**config.mk**
```make
export PLATFORM = sky130hd
export DESIGN_NAME = usb_aux_ctrl
export DESIGN_NICKNAME = d
export VERILOG_FILES = /design/src/rtl/usb_aux_pkg.sv /design/src/rtl/aux_fifo.sv /design/src/rtl/ulpi_reg_array.sv /design/src/rtl/usb_aux_ctrl.sv
export VERILOG_INCLUDE_DIRS = /design/src /design/src/rtl
export SDC_FILE = /design/constraint.sdc
export NUM_CORES = 1
export LEC_CHECK = 0
export BUFFER_PORTS_ARGS = -buffer_cell sky130_fd_sc_hd__buf_2
export CAP_MARGIN = 20
export CORE_ASPECT_RATIO = 0.75
export CORE_MARGIN = 1
export CORE_UTILIZATION = 50
export CTS_CLUSTER_DIAMETER = 100
export CTS_CLUSTER_SIZE = 12
export DETAILED_ROUTE_END_ITERATION = 7
export GPL_TIMING_DRIVEN = 0
export PLACE_DENSITY = 0.71
export REMOVE_ABC_BUFFERS = 1
export SYNTH_ARGS = -nofsm -noshare
export SYNTH_HDL_FRONTEND = slang
export SYNTH_HIERARCHICAL = 1
export SYNTH_SLANG_ARGS = --single-unit
```
**constraint.sdc**
```tcl
create_clock -name aclk -period 9.1 [get_ports aclk]
set_clock_uncertainty 0.15 [all_clocks]
set_input_delay 1.82 -clock aclk [delete_from_list [all_inputs] [get_ports aclk]]
set_output_delay 1.82 -clock aclk [all_outputs]
set_load 0.02 [all_outputs]
```
**src/rtl/usb_aux_map.svh**
```systemverilog
`ifndef USB_AUX_MAP_SVH
`define USB_AUX_MAP_SVH
// ----------------------------------------
// Register offsets (byte addresses)
// ----------------------------------------
`define CTRL_ADDR 4'h0
`define STATUS_ADDR 4'h4
`define CTRL_RESET 8'h00
// ----------------------------------------
// Control field positions
// ----------------------------------------
`define CTRL_PU_POS 0
`define CTRL_PU_NEG 1
`define CTRL_SPK_LEFT 2
`define CTRL_SPK_RIGHT 3
`define CTRL_MIC 4
`define CTRL_UART 5
`define CTRL_EXT_SUPPLY 6
`define CTRL_REG_SEL 7
// ----------------------------------------
// Fixed levels and counts
// ----------------------------------------
`define NORMAL_REG_LEVEL 1'b0
`define RX_END_LIMIT 43
`define CMD_TX 2'h1
`define CMD_WR 2'h2
`define CMD_RD 2'h3
`define RESP_OKAY 2'h0
`define RESP_SLVERR 2'h2
`define FIFO_DEPTH 4
`endif

```
**src/rtl/usb_aux_pkg.sv**
```systemverilog
package usb_aux_pkg;
  typedef logic [7:0] ulpi_byte_type;
  typedef logic [5:0] reg_addr_type;
  typedef enum logic [3:0] {
    st_idle, st_tx, st_wr_cmd, st_wr_data, st_wr_end, st_rd_cmd,
    st_rd_turn, st_rd_data, st_rx_turn, st_rx_data, st_back, st_hold
  } ulpi_state_type;
endpackage : usb_aux_pkg

```
**src/rtl/aux_fifo.sv**
```systemverilog
module aux_fifo #(
  parameter int WIDTH = 8,
  parameter int DEPTH = 4
) (
  input wire logic aclk,
  input wire logic aresetn,
  input wire logic in_valid,
  output logic in_ready,
  input wire logic [WIDTH-1:0] in_data,
  output logic out_valid,
  input wire logic out_ready,
  output logic [WIDTH-1:0] out_data
);
  localparam int AW = $clog2(DEPTH);
  logic [WIDTH-1:0] mem_q [DEPTH];
  logic [AW-1:0] wr_q, wr_d, rd_q, rd_d;
  logic [AW:0] cnt_q, cnt_d;
  logic push, pop;

  assign in_ready = (cnt_q != DEPTH[AW:0]);
  assign out_valid = (cnt_q != '0);
  assign out_data = mem_q[rd_q];
  assign push = in_valid && in_ready;
  assign pop = out_valid && out_ready;

  always_comb begin
    wr_d = push ? AW'(wr_q + 1'b1) : wr_q;
    rd_d = pop ? AW'(rd_q + 1'b1) : rd_q;
    cnt_d = cnt_q;
    if (push && !pop) begin
      cnt_d = (AW+1)'(cnt_q + 1'b1);
    end else if (pop && !push) begin
      cnt_d = (AW+1)'(cnt_q - 1'b1);
    end
  end

  always_ff @(posedge aclk) begin
    if (!aresetn) begin
      wr_q <= '0;
      rd_q <= '0;
      cnt_q <= '0;
    end else begin
      wr_q <= wr_d;
      rd_q <= rd_d;
      cnt_q <= cnt_d;
    end
    if (push) begin
      mem_q[wr_q] <= in_data;
    end
  end
endmodule : aux_fifo

```
**src/rtl/ulpi_reg_array.sv**
```systemverilog
module ulpi_reg_array (
  input wire logic aclk,
  input wire logic aresetn,
  input wire logic we,
  input wire usb_aux_pkg::reg_addr_type waddr,
  input wire usb_aux_pkg::ulpi_byte_type wdata,
  input wire logic re,
  input wire usb_aux_pkg::reg_addr_type raddr,
  output usb_aux_pkg::ulpi_byte_type rdata_q
);
  import usb_aux_pkg::*;
  ulpi_byte_type mem_q [64];

  // Contents are not reset; only the read register is
  always_ff @(posedge aclk) begin
    if (we) begin
      mem_q[waddr] <= wdata;
    end
    if (!aresetn) begin
      rdata_q <= 8'h00;
    end else if (re) begin
      rdata_q <= mem_q[raddr];
    end
  end
endmodule : ulpi_reg_array

```
**src/rtl/usb_aux_ctrl.sv**
```systemverilog
// Local design decisions: the AXI4-Lite interface to the registers and the placing of the registers.
`include "usb_aux_map.svh"
// Behaviour
// - No pin reflects the external supply drive bit; it is stored only.
// - In UART mode the regulator output takes the UART level select.
// - In UART mode line state never appears on data bits 0 and 1.
// - Pull-ups are off while chip reset is low, else follow own enables.
// - With chip reset high, core supply present and no audio enable set, both audio switches stay open.
// - Speaker and microphone enables reset to disabled.
// - Positive switch follows left; negative follows right or mic.
// - Chip reset low or core supply absent closes both switches.
// - Single-ended receivers are off while either switch is closed.
// - Receive end to bus release takes at most 43 clocks.
// - One protocol engine routes link traffic to transmitter or regs.
// - The link interface is eight data lines, clock and three controls.
// - Direction is high when sending or not ready, else low and listening.
// - After each direction change nobody drives and the bus is ignored.
module usb_aux_ctrl (
  input wire logic aclk,
  input wire logic aresetn,
  input wire logic [3:0] awaddr,
  input wire logic awvalid,
  output logic awready,
  input wire logic [31:0] wdata,
  input wire logic [3:0] wstrb,
  input wire logic wvalid,
  output logic wready,
  output logic [1:0] bresp,
  output logic bvalid,
  input wire logic bready,
  input wire logic [3:0] araddr,
  input wire logic arvalid,
  output logic arready,
  output logic [31:0] rdata,
  output logic [1:0] rresp,
  output logic rvalid,
  input wire logic rready,
  input wire logic ulpi_clk,
  input wire usb_aux_pkg::ulpi_byte_type ulpi_data_in,
  output usb_aux_pkg::ulpi_byte_type ulpi_data_out,
  output logic ulpi_data_oe,
  output logic ulpi_dir,
  output logic ulpi_nxt,
  input wire logic ulpi_stp,
  input wire logic chip_reset_pin_n,
  input wire logic core_supply_present,
  input wire logic pll_locked,
  input wire logic [1:0] linestate_in,
  output logic pullup_pos_on,
  output logic pullup_neg_on,
  output logic switch_pos_closed,
  output logic switch_neg_closed,
  output logic se_rx_en,
  output logic regulator_level,
  output usb_aux_pkg::ulpi_byte_type tx_data,
  output logic tx_valid,
  input wire logic tx_ready,
  input wire usb_aux_pkg::ulpi_byte_type rx_data,
  input wire logic rx_valid,
  output logic rx_ready
);
  import usb_aux_pkg::*;
  localparam int rx_end_max = `RX_END_LIMIT;

  function automatic ulpi_byte_type mask_uart(input ulpi_byte_type b,
                                              input logic uart);
    mask_uart = uart ? {b[7:2], 2'b00} : b;
  endfunction : mask_uart

  // ----------------------------------------
  // Pin synchronisers
  // ----------------------------------------
  // Inputs are sampled on the falling edge of the link clock, half a
  // period away from where the link changes them.
  logic [14:0] sync1_q, sync2_q;
  logic clk3_q, clk_s, stp_s, rst_s, sup_s, pll_s, tick;
  ulpi_byte_type din_s;
  logic [1:0] ls_s;

  always_ff @(posedge aclk) begin
    if (!aresetn) begin
      sync1_q <= 15'h0000;
      sync2_q <= 15'h0000;
      clk3_q <= 1'b0;
    end else begin
      sync1_q <= {ulpi_clk, ulpi_stp, ulpi_data_in, chip_reset_pin_n,
                  core_supply_present, pll_locked, linestate_in};
      sync2_q <= sync1_q;
      clk3_q <= clk_s;
    end
  end
  assign {clk_s, stp_s, din_s, rst_s, sup_s, pll_s, ls_s} = sync2_q;
  assign tick = clk3_q && !clk_s;

  // ----------------------------------------
  // Register bus slave
  // ----------------------------------------
  logic aw_hold_q, aw_hold_d, w_hold_q, w_hold_d;
  logic [3:0] waddr_q, waddr_d;
  logic [7:0] wbyte_q, wbyte_d, ctrl_q, ctrl_d;
  logic wlane_q, wlane_d;
  logic bvalid_q, bvalid_d, rvalid_q, rvalid_d;
  logic [1:0] bresp_q, bresp_d, rresp_q, rresp_d;
  logic [31:0] rdata_q, rdata_d, status;

  assign awready = !aw_hold_q && !bvalid_q;
  assign wready = !w_hold_q && !bvalid_q;
  assign arready = !rvalid_q;
  assign bvalid = bvalid_q;
  assign bresp = bresp_q;
  assign rvalid = rvalid_q;
  assign rdata = rdata_q;
  assign rresp = rresp_q;

  always_comb begin
    aw_hold_d = aw_hold_q;
    w_hold_d = w_hold_q;
    waddr_d = waddr_q;
    wbyte_d = wbyte_q;
    wlane_d = wlane_q;
    ctrl_d = ctrl_q;
    bvalid_d = bvalid_q;
    bresp_d = bresp_q;
    rvalid_d = rvalid_q;
    rresp_d = rresp_q;
    rdata_d = rdata_q;
    if (bvalid_q && bready) begin
      bvalid_d = 1'b0;
    end
    if (awvalid && awready) begin
      aw_hold_d = 1'b1;
      waddr_d = awaddr;
    end
    if (wvalid && wready) begin
      w_hold_d = 1'b1;
      wbyte_d = wdata[7:0];
      wlane_d = wstrb[0];
    end
    if (aw_hold_q && w_hold_q) begin
      aw_hold_d = 1'b0;
      w_hold_d = 1'b0;
      bvalid_d = 1'b1;
      bresp_d = `RESP_OKAY;
      // External supply bit is kept here only and reaches no pin
      if (waddr_q == `CTRL_ADDR) begin
        if (wlane_q) begin
          ctrl_d = wbyte_q;
        end
      end else if (waddr_q != `STATUS_ADDR) begin
        bresp_d = `RESP_SLVERR;
      end
    end
    if (rvalid_q && rready) begin
      rvalid_d = 1'b0;
    end
    if (arvalid && arready) begin
      rvalid_d = 1'b1;
      rresp_d = `RESP_OKAY;
      rdata_d = 32'h0000_0000;
      if (araddr == `CTRL_ADDR) begin
        rdata_d = {24'h00_0000, ctrl_q};
      end else if (araddr == `STATUS_ADDR) begin
        rdata_d = status;
      end else begin
        rresp_d = `RESP_SLVERR;
      end
    end
  end

  always_ff @(posedge aclk) begin
    if (!aresetn) begin
      aw_hold_q <= 1'b0;
      w_hold_q <= 1'b0;
      waddr_q <= 4'h0;
      wbyte_q <= 8'h00;
      wlane_q <= 1'b0;
      ctrl_q <= `CTRL_RESET;
      bvalid_q <= 1'b0;
      bresp_q <= 2'h0;
      rvalid_q <= 1'b0;
      rresp_q <= 2'h0;
      rdata_q <= 32'h0000_0000;
    end else begin
      aw_hold_q <= aw_hold_d;
      w_hold_q <= w_hold_d;
      waddr_q <= waddr_d;
      wbyte_q <= wbyte_d;
      wlane_q <= wlane_d;
      ctrl_q <= ctrl_d;
      bvalid_q <= bvalid_d;
      bresp_q <= bresp_d;
      rvalid_q <= rvalid_d;
      rresp_q <= rresp_d;
      rdata_q <= rdata_d;
    end
  end

  // ----------------------------------------
  // Pull-ups, audio switches, regulator
  // ----------------------------------------
  logic uart;
  assign uart = ctrl_q[`CTRL_UART];
  assign pullup_pos_on = rst_s && ctrl_q[`CTRL_PU_POS];
  assign pullup_neg_on = rst_s && ctrl_q[`CTRL_PU_NEG];
  assign switch_pos_closed = !rst_s || !sup_s
                             || ctrl_q[`CTRL_SPK_LEFT];
  assign switch_neg_closed = !rst_s || !sup_s
                             || ctrl_q[`CTRL_SPK_RIGHT]
                             || ctrl_q[`CTRL_MIC];
  assign se_rx_en = !(switch_pos_closed || switch_neg_closed);
  assign regulator_level = uart ? ctrl_q[`CTRL_REG_SEL]
                                : `NORMAL_REG_LEVEL;
  assign status = {25'h000_0000, pullup_neg_on, pullup_pos_on, pll_s,
                   ulpi_dir, se_rx_en, switch_neg_closed, switch_pos_closed};

  // ----------------------------------------
  // Link protocol engine
  // ----------------------------------------
  ulpi_state_type state_q, state_d;
  logic dir_q, dir_d, nxt_q, nxt_d, oe_q, oe_d;
  ulpi_byte_type dout_q, dout_d, mem_rdata;
  reg_addr_type addr_q, addr_d;
  logic push, fifo_ready, mem_we, mem_re, rx_take;

  assign ulpi_dir = dir_q;
  assign ulpi_nxt = nxt_q;
  assign ulpi_data_oe = oe_q;
  assign ulpi_data_out = dout_q;
  assign rx_ready = rx_take;

  always_comb begin
    state_d = state_q;
    dir_d = dir_q;
    nxt_d = nxt_q;
    oe_d = oe_q;
    dout_d = dout_q;
    addr_d = addr_q;
    push = 1'b0;
    mem_we = 1'b0;
    mem_re = 1'b0;
    rx_take = 1'b0;
    if (tick) begin
      nxt_d = 1'b0;
      oe_d = 1'b0;
      if (!pll_s && state_q != st_hold) begin
        dir_d = 1'b1;
        state_d = st_hold;
      end else begin
        unique case (state_q)
          st_idle: begin
            if (din_s != 8'h00) begin
              addr_d = din_s[5:0];
              if (din_s[7:6] == `CMD_TX) begin
                state_d = st_tx;
                nxt_d = fifo_ready;
                // Command byte is the first byte the transmitter gets
                push = fifo_ready;
              end else if (din_s[7:6] == `CMD_WR) begin
                state_d = st_wr_cmd;
                nxt_d = 1'b1;
              end else if (din_s[7:6] == `CMD_RD) begin
                state_d = st_rd_cmd;
                nxt_d = 1'b1;
              end
            end else if (rx_valid) begin
              dir_d = 1'b1;
              state_d = st_rx_turn;
            end
          end
          st_tx: begin
            if (stp_s) begin
              state_d = st_idle;
            end else begin
              // Byte is taken at the tick that raises nxt; the link holds
              // it until its next edge. At most every other tick.
              nxt_d = fifo_ready && !nxt_q;
              push = nxt_d;
            end
          end
          st_wr_cmd: begin
            nxt_d = 1'b1;
            state_d = st_wr_data;
          end
          st_wr_data: begin
            mem_we = 1'b1;
            state_d = st_wr_end;
          end
          st_wr_end: state_d = st_idle;
          st_rd_cmd: begin
            mem_re = 1'b1;
            dir_d = 1'b1;
            state_d = st_rd_turn;
          end
          st_rd_turn: begin
            oe_d = 1'b1;
            dout_d = mask_uart(mem_rdata, uart);
            state_d = st_rd_data;
          end
          st_rd_data: begin
            dir_d = 1'b0;
            state_d = st_back;
          end
          st_rx_turn: begin
            oe_d = 1'b1;
            dout_d = mask_uart({6'h00, ls_s}, uart);
            state_d = st_rx_data;
          end
          st_rx_data: begin
            if (rx_valid) begin
              oe_d = 1'b1;
              nxt_d = 1'b1;
              rx_take = 1'b1;
              dout_d = mask_uart(rx_data, uart);
            end else begin
              dir_d = 1'b0;
              state_d = st_back;
            end
          end
          st_back: state_d = st_idle;
          st_hold: begin
            if (pll_s) begin
              dir_d = 1'b0;
              state_d = st_back;
            end
          end
        endcase
      end
    end
  end

  always_ff @(posedge aclk) begin
    if (!aresetn) begin
      state_q <= st_idle;
      dir_q <= 1'b0;
      nxt_q <= 1'b0;
      oe_q <= 1'b0;
      dout_q <= 8'h00;
      addr_q <= 6'h00;
    end else begin
      state_q <= state_d;
      dir_q <= dir_d;
      nxt_q <= nxt_d;
      oe_q <= oe_d;
      dout_q <= dout_d;
      addr_q <= addr_d;
    end
  end

  aux_fifo #(.WIDTH(8), .DEPTH(`FIFO_DEPTH)) tx_fifo (
    .aclk(aclk), .aresetn(aresetn),
    .in_valid(push), .in_ready(fifo_ready), .in_data(din_s),
    .out_valid(tx_valid), .out_ready(tx_ready), .out_data(tx_data)
  );

  ulpi_reg_array regs (
    .aclk(aclk), .aresetn(aresetn),
    .we(mem_we), .waddr(addr_q), .wdata(din_s),
    .re(mem_re), .raddr(addr_q), .rdata_q(mem_rdata)
  );

  // ----------------------------------------
  // Checks
  // ----------------------------------------
  pullup_gate_a: assert property (@(posedge aclk) disable iff (!aresetn)
    (pullup_pos_on || pullup_neg_on) |-> rst_s)
    else $error("pull-up on during chip reset");
  switch_force_a: assert property (@(posedge aclk) disable iff (!aresetn)
    (!rst_s || !sup_s) |-> (switch_pos_closed && switch_neg_closed))
    else $error("switch open while reset or unpowered");
  switch_open_a: assert property (@(posedge aclk) disable iff (!aresetn)
    (rst_s && sup_s && ctrl_q[4:2] == 3'h0)
      |-> !(switch_pos_closed || switch_neg_closed))
    else $error("switch closed with no enable");
  switch_follow_a: assert property (@(posedge aclk) disable iff (!aresetn)
    (rst_s && sup_s) |-> (switch_pos_closed == ctrl_q[`CTRL_SPK_LEFT]))
    else $error("positive switch not following left enable");
  se_rx_off_a: assert property (@(posedge aclk) disable iff (!aresetn)
    (switch_pos_closed || switch_neg_closed) |-> !se_rx_en)
    else $error("receivers on with switch closed");
  uart_level_a: assert property (@(posedge aclk) disable iff (!aresetn)
    uart |-> regulator_level == ctrl_q[`CTRL_REG_SEL])
    else $error("regulator level wrong in uart mode");
  uart_mask_a: assert property (@(posedge aclk) disable iff (!aresetn)
    (uart && $past(uart) && ulpi_data_oe && $changed(ulpi_data_out))
      |-> ulpi_data_out[1:0] == 2'b00)
    else $error("line state shown in uart mode");
  turnaround_a: assert property (@(posedge aclk) disable iff (!aresetn)
    $changed(ulpi_dir) |-> !ulpi_data_oe)
    else $error("bus driven in turnaround cycle");
  rx_end_a: assert property (@(posedge aclk) disable iff (!aresetn)
    (state_q == st_rx_data && tick && !rx_valid && pll_s)
      |-> ##[1:rx_end_max] !ulpi_dir)
    else $error("bus not released after receive end");
  not_ready_a: assert property (@(posedge aclk) disable iff (!aresetn)
    (tick && !pll_s) |=> ulpi_dir)
    else $error("direction low while not ready");
  route_a: assert property (@(posedge aclk) disable iff (!aresetn)
    push |-> (fifo_ready && nxt_d && !ulpi_dir && !mem_we))
    else $error("transmit byte misrouted or lost");
endmodule : usb_aux_ctrl

```
---- Yosys cells after proc, flatten, opt, wreduce, memory -nomap -nowiden ----
Memories as Yosys holds them, arrays and structs flattened. A register that Yosys moved wholly into a read port is not among the register bits.
Index checks and enable logic that the tools add are counted.
storage, ports and cells
  bits in registers ....................... 120
  bits in latches ......................... 0
  memory bits (writable) .................. 544
  bits in read-only memories .............. 0
  input bits .............................. 76
  output and inout bits ................... 68
  logic and storage cells ................. 174
  memories ................................ 2
memory list
  memory         depth  width  rd ports  clocked after memory_dff  write ports  RTL line              source
  regs.mem_q     64     8      1         1                         1            ulpi_reg_array.sv:12  ulpi_byte_type mem_q [64];
  tx_fifo.mem_q  4      8      1         1                         1            aux_fifo.sv:15        logic [WIDTH-1:0] mem_q [DEPTH];
cells by class
  $add $sub $neg .......................... 4
  multipliers ............................. 0
  div/mod/pow operators ................... 0
  $lt $le $gt $ge ......................... 0
  equality and inequality tests ........... 26
  shifts and indexed selects .............. 0
  multiplexer cells ....................... 64
  bitwise logic cells ..................... 2
  reduce and logical (&&, ||, !) cells .... 53
operator list
  kind                                            number
  one-hot mux 4 bit (11 select lines)             1
  2-to-1 mux 4 bit                                9
  2-to-1 mux 1 bit                                35
  one-hot mux 8 bit (3 select lines)              1
  == test 4 x 3 -> 1 bit (second input constant)  5
  2-to-1 mux 2 bit                                9
  != test 3 bit (second input constant)           6
  logical AND 1 bit                               17
  == test 4 bit (second input constant)           4
  2-to-1 mux 8 bit                                2
  zero test 1 bit                                 13
  zero test 4 bit                                 3
  AND reduction 6 bit                             2
  == test 4 x 2 -> 1 bit (second input constant)  2
  != test 4 bit (second input constant)           2
  AND reduction 4 bit                             2
  nonzero test 8 bit                              1
  2-to-1 mux 7 bit                                1
  2-to-1 mux 3 bit                                2
  != test 6 bit (second input constant)           1
  nonzero test 2 bit                              3
  nonzero test 3 bit                              2
  nonzero test 6 bit                              1
  OR reduction 2 bit                              3
  14 further kinds                                22

---- Depth between registers and ports, before layout ----
Gate-level depths: netlist of the first run.
  depth in word-level cells ............... 11
  gate-level depth with buffers ........... 13
  mapped depth without buffers ............ 13

---- By module ----
The synthesis of the first run kept the hierarchy.
modules (own cells, without submodules)
  module          instances  cells an instance  area each (um^2)  seq. area each (um^2)
  ulpi_reg_array  1          1044               20338.3           15534.9
  usb_aux_ctrl    1          444                3996.3            1741.7
  aux_fifo        1          90                 1656.6            1141.1

---- Worst setup path before layout of the first run ----
OpenSTA, ideal clock, no wires.
  kind .................................... input-to-output
  from .................................... input port rx_valid
  to ...................................... output port rx_ready
  arrival ................................. 2366 ps
  data required time ...................... 7130 ps
  path slack .............................. 4764 ps
  stages on the path ...................... 2
  buffers on the path ..................... 0
  cell sequence ........................... nand3_1 > nor3_1
on the way
  longest elaborated chain between the ends .. 4
ends and longest elaborated chain
  item              RTL line             source
  start, declared   usb_aux_ctrl.sv:59   input wire logic rx_valid,
  2-to-1 mux 1 bit  usb_aux_ctrl.sv:309  if (rx_valid) begin
  2-to-1 mux 1 bit  usb_aux_ctrl.sv:249  unique case (state_q)
  2-to-1 mux 1 bit  usb_aux_ctrl.sv:245  if (!pll_s && state_q != st_hold) begin
  2-to-1 mux 1 bit  usb_aux_ctrl.sv:242  if (tick) begin
  end, declared     usb_aux_ctrl.sv:60   output logic rx_ready
Every way passes these cells.

---- Final worst setup path of the first run ----
Same ends and word-level chain as after synthesis.

==> impl_metrics.py, run 1 <==
metrics = {
    "critical_path": {
        "slowest_stage": "nor3_1",
        "endpoint": "rx_ready",
        "worstSetupPathType": "input port to output port",
        "path_cells": "buf_2 > nand3_1 > nor3_1 > buf_2",
        "cp_top_family": "simple AND/OR/NAND/NOR gates",
        "crit_path_start": "rx_valid",
        "path_max_fanout": 6,
        "worst-endpoint-required_ns": 7.13,
        "r2r-end": "tx_fifo/cnt_q[2]$_SDFFE_PN0P_",
        "arrival_ns": 2.54,
        "crit_top_cell": "buf_2",
        "cp-start-kind": "input port",
        "slowest_delay_ns": 0.26,
        "cp.buffers_inverters": 2,
        "rrSetupSlack_ns": 5.05,
        "worstRegToRegCells": 14,
        "critPathCaptureType": "output port",
        "path_depth": 4,
        "timing.rr.start": "sync2_q[12]$_SDFF_PN0_",
    },
    "global_route": {
        "grt_pass1_vias": 13349,
        "antenna_found_initial": 0,
        "grt_max_degree": 72,
        "grt_pass1_wl_mm": 81.5,
        "overflow": 0,
        "grt_use_total_pct": 20.6,
    },
    "synthesis": {
        "ys_seq_elements": 648,
        "synthArstFlopShare_pct": 0,
        "syn_area_per_cell_sq_um": 16.5,
        "ys_seq_area_share_pct": 70.9,
        "synthCells": 1578,
        "synth_top_area_cell": "edfxtp_1",
        "syn_area_sq_um": 26000,
        "synth-main-ff-cell": "edfxtp_1",
        "synth_cell_types": 82,
        "synthTopCellsByArea": "edfxtp_1 63%, dfxtp_1 8.0%, mux4_2 5.6%, mux2i_1 3.7%, nor2_1 1.7%",
        "synth_edf_count": 544,
        "synth_top_area_share_pct": 62.9,
        "yosys_warnings": 6,
    },
    "power_and_ir_drop": {
        "p_comb_share_pct": 3.3,
        "p_seq_share_pct": 57.5,
        "clkPwrFrac_pct": 39.2,
        "power_switching_uw": 1160,
        "ir_worst_vdd_mv": 0.160,
        "finalPower_uw": 5680,
        "power.density_nw_per_um2": 197,
        "power.leakage_uw": 0.00927,
        "power.internal_uw": 4520,
        "swShare_pct": 20.5,
    },
    "clock_network": {
        "cts.sinks": 648,
        "cts_buffers": 59,
        "cts_buffer_depth": 3,
        "h-tree-depth": 2,
        "clk_pin_slew_ns": 0.06,
        "postCtsSetupBuffers": 0,
        "cts_tree": "yes",
        "clk_latency_ns": 0.60,
        "root_buffer": "clkbuf_16",
        "cts_hold_buf": 0,
        "ctsResizeCount": 0,
    },
    "hold_path": {
        "hold_path_class": "flop to flop",
    },
    "sta": {
        "min_period_ns": 4.51,
        "setup_viol": 0,
        "tightest_slew_ns": 1.19,
        "min_period_over_period_pct": 49.5,
        "final_hold_viol_count": 0,
        "relSlewSlack_pct": 20.8,
        "clock.fmax_mhz": 222,
        "rsz0062_at_grt": "false",
        "slew_viol_final": 0,
    },
    "route": {
        "first_pass_iters": 5,
        "ant_nets": 0,
        "drt-total-wl_mm": 54.9,
        "viasPerCell": 5.85,
        "vias": 14038,
        "drc": 0,
        "wire_per_inst_um": 22.9,
        "drt_iter0_drc": 1356,
    },
    "finish": {
        "layout_commonest_cell": "edfxtp_1",
        "area_growth_syn_to_layout_pct": 11.0,
        "num-fill-cells": 3821,
        "layout.nets": 1755,
        "num_antenna_cells": 0,
        "final_util_pct": 56.9,
        "layout_common_cells": "544 x edfxtp_1, 119 x nor2_1, 96 x mux2i_1, 96 x buf_2, 94 x dfxtp_1",
        "drive_above_1_share_pct": 18.6,
    },
    "floorplan": {
        "rows": 71,
        "die_area_sq_um": 52900,
        "die_x_um": 265,
        "start_util_pct": 51.2,
        "io_pins": 144,
        "core_sq_um": 50700,
        "die_h_um": 199,
    },
    "placement": {
        "portBuffers": 90,
        "place_hpwl_mm": 34.3,
        "gp_congestion": 0.843,
    },
    "flow_run": {
        "maxCapViolations": 0,
    },
    "outcome": {
        "outcome": "complete, no violations",
    },
}
==> synthesized netlist by cell type (11+ instances only) <==
| master | n |
|---|---|
| a2111oi_0 | 31 |
| a211oi_1 | 36 |
| a21oi_1 | 29 |
| a22o_1 | 48 |
| and2_1 | 48 |
| buf_2 | 28 |
| buf_4 | 35 |
| clkbuf_1 | 42 |
| dfxtp_1 | 104 |
| edfxtp_1 | 544 |
| mux2_2 | 32 |
| mux2i_1 | 96 |
| mux4_2 | 65 |
| nand2_1 | 53 |
| nand2b_1 | 17 |
| nand3_1 | 16 |
| nand3b_1 | 11 |
| nor2_1 | 121 |
| nor2b_1 | 40 |
| nor4_1 | 18 |
| o22ai_1 | 16 |
==> worst register-to-register path, stage by stage, from the launching register on <==
cell and delay [ns]:
dfxtp_2 0.76, buf_12 0.29, inv_1 0.15, ha_1 0.19
nor4b_4 0.14, a21boi_2 0.24, a32oi_1 0.15, nor4_1 0.22
a21boi_4 0.33, ha_1 0.23, inv_1 0.06, fa_1 0.37
xor2_1 0.16, or3_1 0.31, a21boi_0 0.20
==> registers in the layout, indices dropped and copies added (netlist names), 15 cells and up, named ones only <==
name,flops
regs/mem_q,512
sync2_q,15
tx_fifo/mem_q,32
sync1_q,15
==> kinds of logic (layout without fill, tap and decap cells) <==
family / Yosys count / in the layout / synth area share [%]
AOI/OAI and AO/OA: 210 / 210 / 6.42
and+or+nand+nor: 371 / 371 / 7.58
DFF: 648 / 648 / 70.9
adders and majority gates: 11 / 11 / 0.558
muxes: 200 / 200 / 11.4
other: 1 / 26 / 0.0144
buffers and inverters: 132 / 235 / 2.98
xor gates and xnor gates: 5 / 5 / 0.168
==> power by group through the flow <==
stage,sequential [uW],combinational [uW],clock [uW]
final,3270,188,2230
after global routing,3270,207,2380
after CTS,3270,188,2260
after detailed placement,3330,188,0
after global placement,3350,158,0
after floorplan,3330,116,0
==> worst min path at each step <==
stage	start	to	slack, ns	cells past startpoint
2_1_floorplan	sync1_q[0]$_SDFF_PN0_	sync2_q[0]$_SDFF_PN0_	0.26	1
3_3_place_gp	sync1_q[6]$_SDFF_PN0_	sync2_q[6]$_SDFF_PN0_	0.27	1
3_5_place_dp	sync1_q[8]$_SDFF_PN0_	sync2_q[8]$_SDFF_PN0_	0.27	1
4_1_cts	sync1_q[13]$_SDFF_PN0_	sync2_q[13]$_SDFF_PN0_	0.28	1
5_1_grt	sync1_q[13]$_SDFF_PN0_	sync2_q[13]$_SDFF_PN0_	0.29	1
6_report	sync1_q[13]$_SDFF_PN0_	sync2_q[13]$_SDFF_PN0_	0.28	1
==> through the flow <==
stage / instances / TNS, ns / cell area (sq um) / worst slack (ns) / hold slack (ns)
finish: 2399 / 0 / 28900 / 4.59 / 0.284
global route: 2399 / 0 / 28900 / 4.39 / 0.292
CTS: 2394 / 0 / 28800 / 4.61 / 0.283
detailed placement: 2295 / 0 / 27100 / 4.06 / 0.268
global placement: 2265 / -741.39 / 26700 / -3.61 / 0.266
floorplan: 1482 / 0 / 25400 / 0.966 / 0.262
==> cell type report <==
cell class / count / area [sq um] / share of cell area, %
clock buffer: 97 / 1640 / 5.68
multi-input combinational: 823 / 6920 / 24.0
timing repair buffer: 125 / 931 / 3.23
clock inverter: 2 / 25.0 / 0.0867
sequential: 648 / 18400 / 63.9
inverter: 11 / 41.3 / 0.143
tap: 693 / 867 / 3.00
==> per-layer routing <==
metal	global-route usage, %	part of all wire (%)
met5	0	0
met4	4.17	1.6
met3	5.46	9.0
met2	30.2	44
met1	31.0	45
(Power assumes the default switching activity.)
==> inputs of run 2 (changes only) <==
PLACE_DENSITY = 0.74   (was 0.71)
clock period = 3.9 ns   (was 9.1 ns; I/O delays follow)
==> run 2 against run 1 <==
  * Total power up 130%
  * Global-route usage up 0.17 points
  * Setup slack worse by 4.4 ns
  * Sequential share of layout area about the same
  * Wire length up 1.2%
  * Critical endpoint is now regs/rdata_q[5]$_SDFFE_PN0P_
==> impl_metrics.py, run 2 (synthesis gave the netlist of run 1 again) <==
metrics = {
    "outcome": {
        "outcome": "complete, no violations",
    },
    "sta": {
        "relSlewSlack_pct": 19.3,
        "slew_viol_final": 0,
        "min_period_ns": 3.66,
        "setup_viol": 0,
        "hold_ws_ns": 0.242,
        "tightest_slew_ns": 1.21,
        "rsz0062_at_grt": "false",
        "clock.fmax_mhz": 273,
        "min_period_over_period_pct": 93.8,
        "final_hold_viol_count": 0,
    },
    "route": {
        "drt-total-wl_mm": 55.6,
        "vias": 14345,
        "ant_nets": 0,
        "drt_iter0_drc": 1633,
        "wire_per_inst_um": 23.1,
        "viasPerCell": 5.96,
        "first_pass_iters": 5,
        "drc": 0,
    },
    "critical_path": {
        "worst-endpoint-required_ns": 4.19,
        "timing.rr.start": "addr_q[3]$_SDFFE_PN0P_",
        "endpoint": "regs/rdata_q[5]$_SDFFE_PN0P_",
        "r2r-end": "regs/rdata_q[5]$_SDFFE_PN0P_",
        "rrSetupSlack_ns": 0.24,
        "critPathCaptureType": "flop",
        "path_max_fanout": 20,
        "worstRegToRegCells": 7,
        "worstSetupPathType": "flop to flop",
        "arrival_ns": 3.95,
        "cp-start-kind": "flop",
        "crit_path_start": "addr_q[3]$_SDFFE_PN0P_",
    },
    "global_route": {
        "grt_max_degree": 68,
        "grt_pass1_wl_mm": 82.5,
        "grt_use_total_pct": 20.8,
        "grt_pass1_vias": 13636,
        "antenna_found_initial": 1,
        "overflow": 0,
    },
    "finish": {
        "stdcell_count": 2407,
        "layout_commonest_cell": "edfxtp_1",
        "layout_common_cells": "544 x edfxtp_1, 119 x nor2_1, 96 x mux2i_1",
        "largest_register": "regs/mem_q",
        "drive_above_1_share_pct": 18.9,
        "area_growth_syn_to_layout_pct": 11.2,
        "register_area_sq_um": 18400,
        "layout.nets": 1763,
        "top_regs": "regs/mem_q (512), tx_fifo/mem_q (32)",
        "multi_input_area_sq_um": 6920,
        "largest_reg_flops": 512,
        "num_antenna_cells": 0,
        "num-fill-cells": 3838,
    },
    "clock_network": {
        "clk_latency_ns": 0.60,
        "root_buffer": "clkbuf_16",
        "cts.sinks": 648,
        "cts_buffers": 59,
        "cts_tree": "yes",
        "cts_buffer_depth": 3,
        "h-tree-depth": 2,
        "clk_pin_slew_ns": 0.06,
    },
    "power_and_ir_drop": {
        "power.leakage_uw": 0.00930,
        "ir_worst_vdd_mv": 0.404,
        "power.density_nw_per_um2": 457,
    },
    "floorplan": {
        "start_util_pct": 51.2,
        "io_pins": 144,
        "die_area_sq_um": 52900,
        "rows": 71,
        "core_sq_um": 50700,
        "die_x_um": 265,
        "die_h_um": 199,
    },
    "hold_path": {
        "hold_depth": 2,
        "hold_path_class": "input port to flop",
    },
    "placement": {
        "place_hpwl_mm": 34.6,
        "gp_congestion": 0.820,
        "dp.cells": 2295,
        "portBuffers": 90,
    },
    "flow_run": {
        "maxCapViolations": 0,
    },
}
-- run 2: cell count changes in the layout (fill, tap and decap cells not counted), sizes merged --
cell           previous run  this run
clkinv                    2         1
buf                     122       127
clkbuf                   97       102
clkdlybuf4s18             1         0
-- run 2: critical path, stage by stage (launching register included) --
cell and delay (ns):
dfxtp_1 0.93, nand2_1 0.70, buf_8 0.37, a211oi_1 0.23
a2111oi_0 0.10, buf_1 0.23, nor4_1 0.57, o221ai_1 0.22
-- run 2: through the flow --
step	TNS (ns)	instance area (sq um)	util [%]	setup WS [ns]	total power, uW
floorplan	-1704.09	25400	-	-4.23	8030
global placement	-3491.95	26700	52.6	-9.08	8180
detailed placement	-0.670	27100	53.5	-0.341	8210
CTS	-0.0734	28800	56.7	-0.0734	13300
global route	0	28900	57.0	0.0505	13600
finish	0	28900	57.0	0.241	13200
-- run 2: final cells by class --
class | count | share of cell area (%)
clock buffer | 98 | 5.62
clock inverter | 1 | 0.0303
inverter | 11 | 0.143
multi-input combinational | 823 | 23.9
sequential | 648 | 63.9
tap | 693 | 3.00
timing repair buffer | 133 | 3.42
-- run 2: layer usage --
| metal | part of all wire, % | GRT usage [%] | vias up |
|---|---|---|---|
| met3 | 9.9 | 5.27 | 81 |
| met1 | 44 | 31.5 | 7338 |
| met2 | 44 | 30.0 | 596 |
| met4 | 1.9 | 4.97 | 2 |
| met5 | 0.023 | 0 | - |
| li1 | - | - | 6328 |
-- run 2: what timing repair did --
item                       4_1_cts  5_1_grt
gates resized for setup          3        3
setup endpoints to repair       10        2
setup buffers                    0        5
pin swaps                        0        0
hold buffers                     0        0
gates cloned                     0        0
-- run 2: worst min path at each step --
stage | startpoint | end | slack (ns)
3_3_place_gp | sync1_q[14]$_SDFF_PN0_ | sync2_q[14]$_SDFF_PN0_ | 0.26
2_1_floorplan | sync1_q[0]$_SDFF_PN0_ | sync2_q[0]$_SDFF_PN0_ | 0.26
5_1_grt | ulpi_clk | sync1_q[14]$_SDFF_PN0_ | 0.23
6_report | ulpi_clk | sync1_q[14]$_SDFF_PN0_ | 0.24
4_1_cts | ulpi_clk | sync1_q[14]$_SDFF_PN0_ | 0.22
3_5_place_dp | sync1_q[1]$_SDFF_PN0_ | sync2_q[1]$_SDFF_PN0_ | 0.27
-- run 2: power breakdown --
part | internal (uW) | switching [uW]
combinational | 187 | 264
clock | 2800 | 2350
sequential | 7510 | 100
==> inputs of run 3 (changes only) <==
BUFFER_PORTS_ARGS = unset   (was -buffer_cell sky130_fd_sc_hd__buf_2)
DONT_BUFFER_PORTS = 1   (was unset)
PLACE_DENSITY = 0.72   (was 0.74)
SKIP_LAST_GASP = 1   (was unset)
==> run 3 against run 2 <==
  * Via count decreased by 3.4%
  * Total power decreased by 0.97%
  * Wire length decreased by 0.66%
  * Combinational power decreased by 15%
  * Sequential cell count unchanged
  * Final area decreased by 1.8%
  * Largest cell class unchanged
==> impl_metrics.py, run 3 (synthesis gave the netlist of run 1 again) <==
metrics = {
    "clock_network": {
        "h-tree-depth": 2,
        "root_buffer": "clkbuf_16",
        "cts.sinks": 648,
        "cts_buffers": 59,
        "clk_latency_ns": 0.60,
        "cts_buffer_depth": 3,
        "cts_tree": "yes",
        "clk_pin_slew_ns": 0.06,
        "cts_hold_buf": 0,
    },
    "route": {
        "wire_per_inst_um": 24.0,
        "drc": 0,
        "viasPerCell": 6.02,
        "drt_iter0_drc": 1593,
        "ant_nets": 0,
        "first_pass_iters": 5,
        "vias": 13856,
        "drt-total-wl_mm": 55.2,
    },
    "finish": {
        "fin_area_sq_um": 28400,
        "largest_reg_flops": 512,
        "num-fill-cells": 3821,
        "layout_commonest_cell": "edfxtp_1",
        "multi_input_area_sq_um": 6920,
        "layout.nets": 1670,
        "drive_above_1_share_pct": 14.4,
        "num_antenna_cells": 0,
        "area_growth_syn_to_layout_pct": 9.19,
        "register_area_sq_um": 18400,
        "top_regs": "regs/mem_q (512), tx_fifo/mem_q (32)",
        "largest_register": "regs/mem_q",
        "final_util_pct": 55.9,
        "layout_common_cells": "544 x edfxtp_1, 117 x nor2_1, 96 x mux2i_1",
    },
    "critical_path": {
        "slowest_stage": "nor2_1",
        "slowest_delay_ns": 0.81,
        "critPathCaptureType": "flop",
        "worstSetupPathType": "flop to flop",
        "path_cells": "nand2b_1 > nor3_1 > buf_4 > nor2b_1 > nand3_1 > nor2_1",
        "timing.rr.start": "state_q[1]$_SDFFE_PN0P_",
        "path_max_fanout": 18,
        "cp-start-kind": "flop",
        "crit_path_start": "state_q[1]$_SDFFE_PN0P_",
        "cp.buffers_inverters": 1,
        "cp_top_family": "simple AND/OR/NAND/NOR gates",
        "worst-endpoint-required_ns": 3.97,
        "arrival_ns": 3.88,
    },
    "floorplan": {
        "die_area_sq_um": 52900,
        "start_util_pct": 51.2,
        "rows": 71,
        "io_pins": 144,
        "die_x_um": 265,
        "die_h_um": 199,
        "core_sq_um": 50700,
    },
    "flow_run": {
        "maxCapViolations": 0,
    },
    "outcome": {
        "outcome": "complete, no violations",
    },
    "global_route": {
        "overflow": 0,
        "antenna_found_initial": 0,
        "grt_use_total_pct": 20.3,
        "grt_pass1_wl_mm": 80.6,
        "grt_pass1_vias": 12977,
        "grt_max_degree": 69,
    },
    "power_and_ir_drop": {
        "finalPower_uw": 13100,
        "ir_worst_vdd_mv": 0.352,
        "power.leakage_uw": 0.00886,
        "power.density_nw_per_um2": 461,
    },
    "placement": {
        "portBuffers": 0,
        "gp_congestion": 0.826,
        "place_hpwl_mm": 34.4,
        "dpl-instance-area_sq_um": 26700,
    },
    "sta": {
        "min_period_ns": 3.81,
        "min_period_over_period_pct": 97.7,
        "final_hold_viol_count": 0,
        "slew_viol_final": 0,
        "rsz0062_at_grt": "true",
        "clock.fmax_mhz": 262,
        "setup_viol": 0,
        "relSlewSlack_pct": 16.7,
        "tightest_slew_ns": 1.25,
    },
    "hold_path": {
        "hold_path_class": "input port to flop",
        "min_from": "ulpi_data_in[7]",
    },
}
run 3: area by class of cell:
class,count,area share (%)
Clock inverter,3,0.0926
Tap cell,693,3.06
Timing Repair Buffer,40,1.82
Multi-Input combinational cell,823,24.4
Clock buffer,83,5.52
Sequential cell,648,65.0
Inverter,11,0.145
run 3: power breakdown:
| part | internal [uW] | switching (uW) |
|---|---|---|
| clock network | 2750 | 2330 |
| logic | 154 | 229 |
| registers | 7520 | 110 |
run 3: per-stage QoR:
| stage | instances | setup TNS, ns | worst slack (ns) | hold WS (ns) |
|---|---|---|---|---|
| after floorplan | 1482 | -1704.09 | -4.23 | 0.262 |
| after global placement | 2175 | -3513.10 | -8.98 | 0.264 |
| after detailed placement | 2210 | -3.76 | -0.210 | 0.267 |
| after CTS | 2296 | -0.117 | -0.117 | 0.133 |
| after global routing | 2301 | -0.967 | -0.0526 | 0.130 |
| final | 2301 | 0 | 0.0889 | 0.155 |
run 3: timing repair:
action / in CTS / in global routing
endpoints found under the setup margin: 50 / 25
resized for setup: 4 / 3
setup buffers: 0 / 3
run 3: final timing paths:
check | cells past startpoint | slack (ns) | endpoint
max | 6 | 0.09 | regs/mem_q[46][7]$_DFFE_PP_
min | 1 | 0.15 | sync1_q[12]$_SDFF_PN0_
max reg2reg | 6 | 0.09 | regs/mem_q[46][7]$_DFFE_PP_
min reg2reg | 1 | 0.28 | sync2_q[0]$_SDFF_PN0_
run 3: per-layer routing:
layer	GRT usage, %	vias to the layer above	share of wire (%)
met4	4.69	0	1.9
met3	5.80	78	10
li1	-	6131	-
met2	28.7	594	44
met5	0	-	0
met1	31.1	7053	44
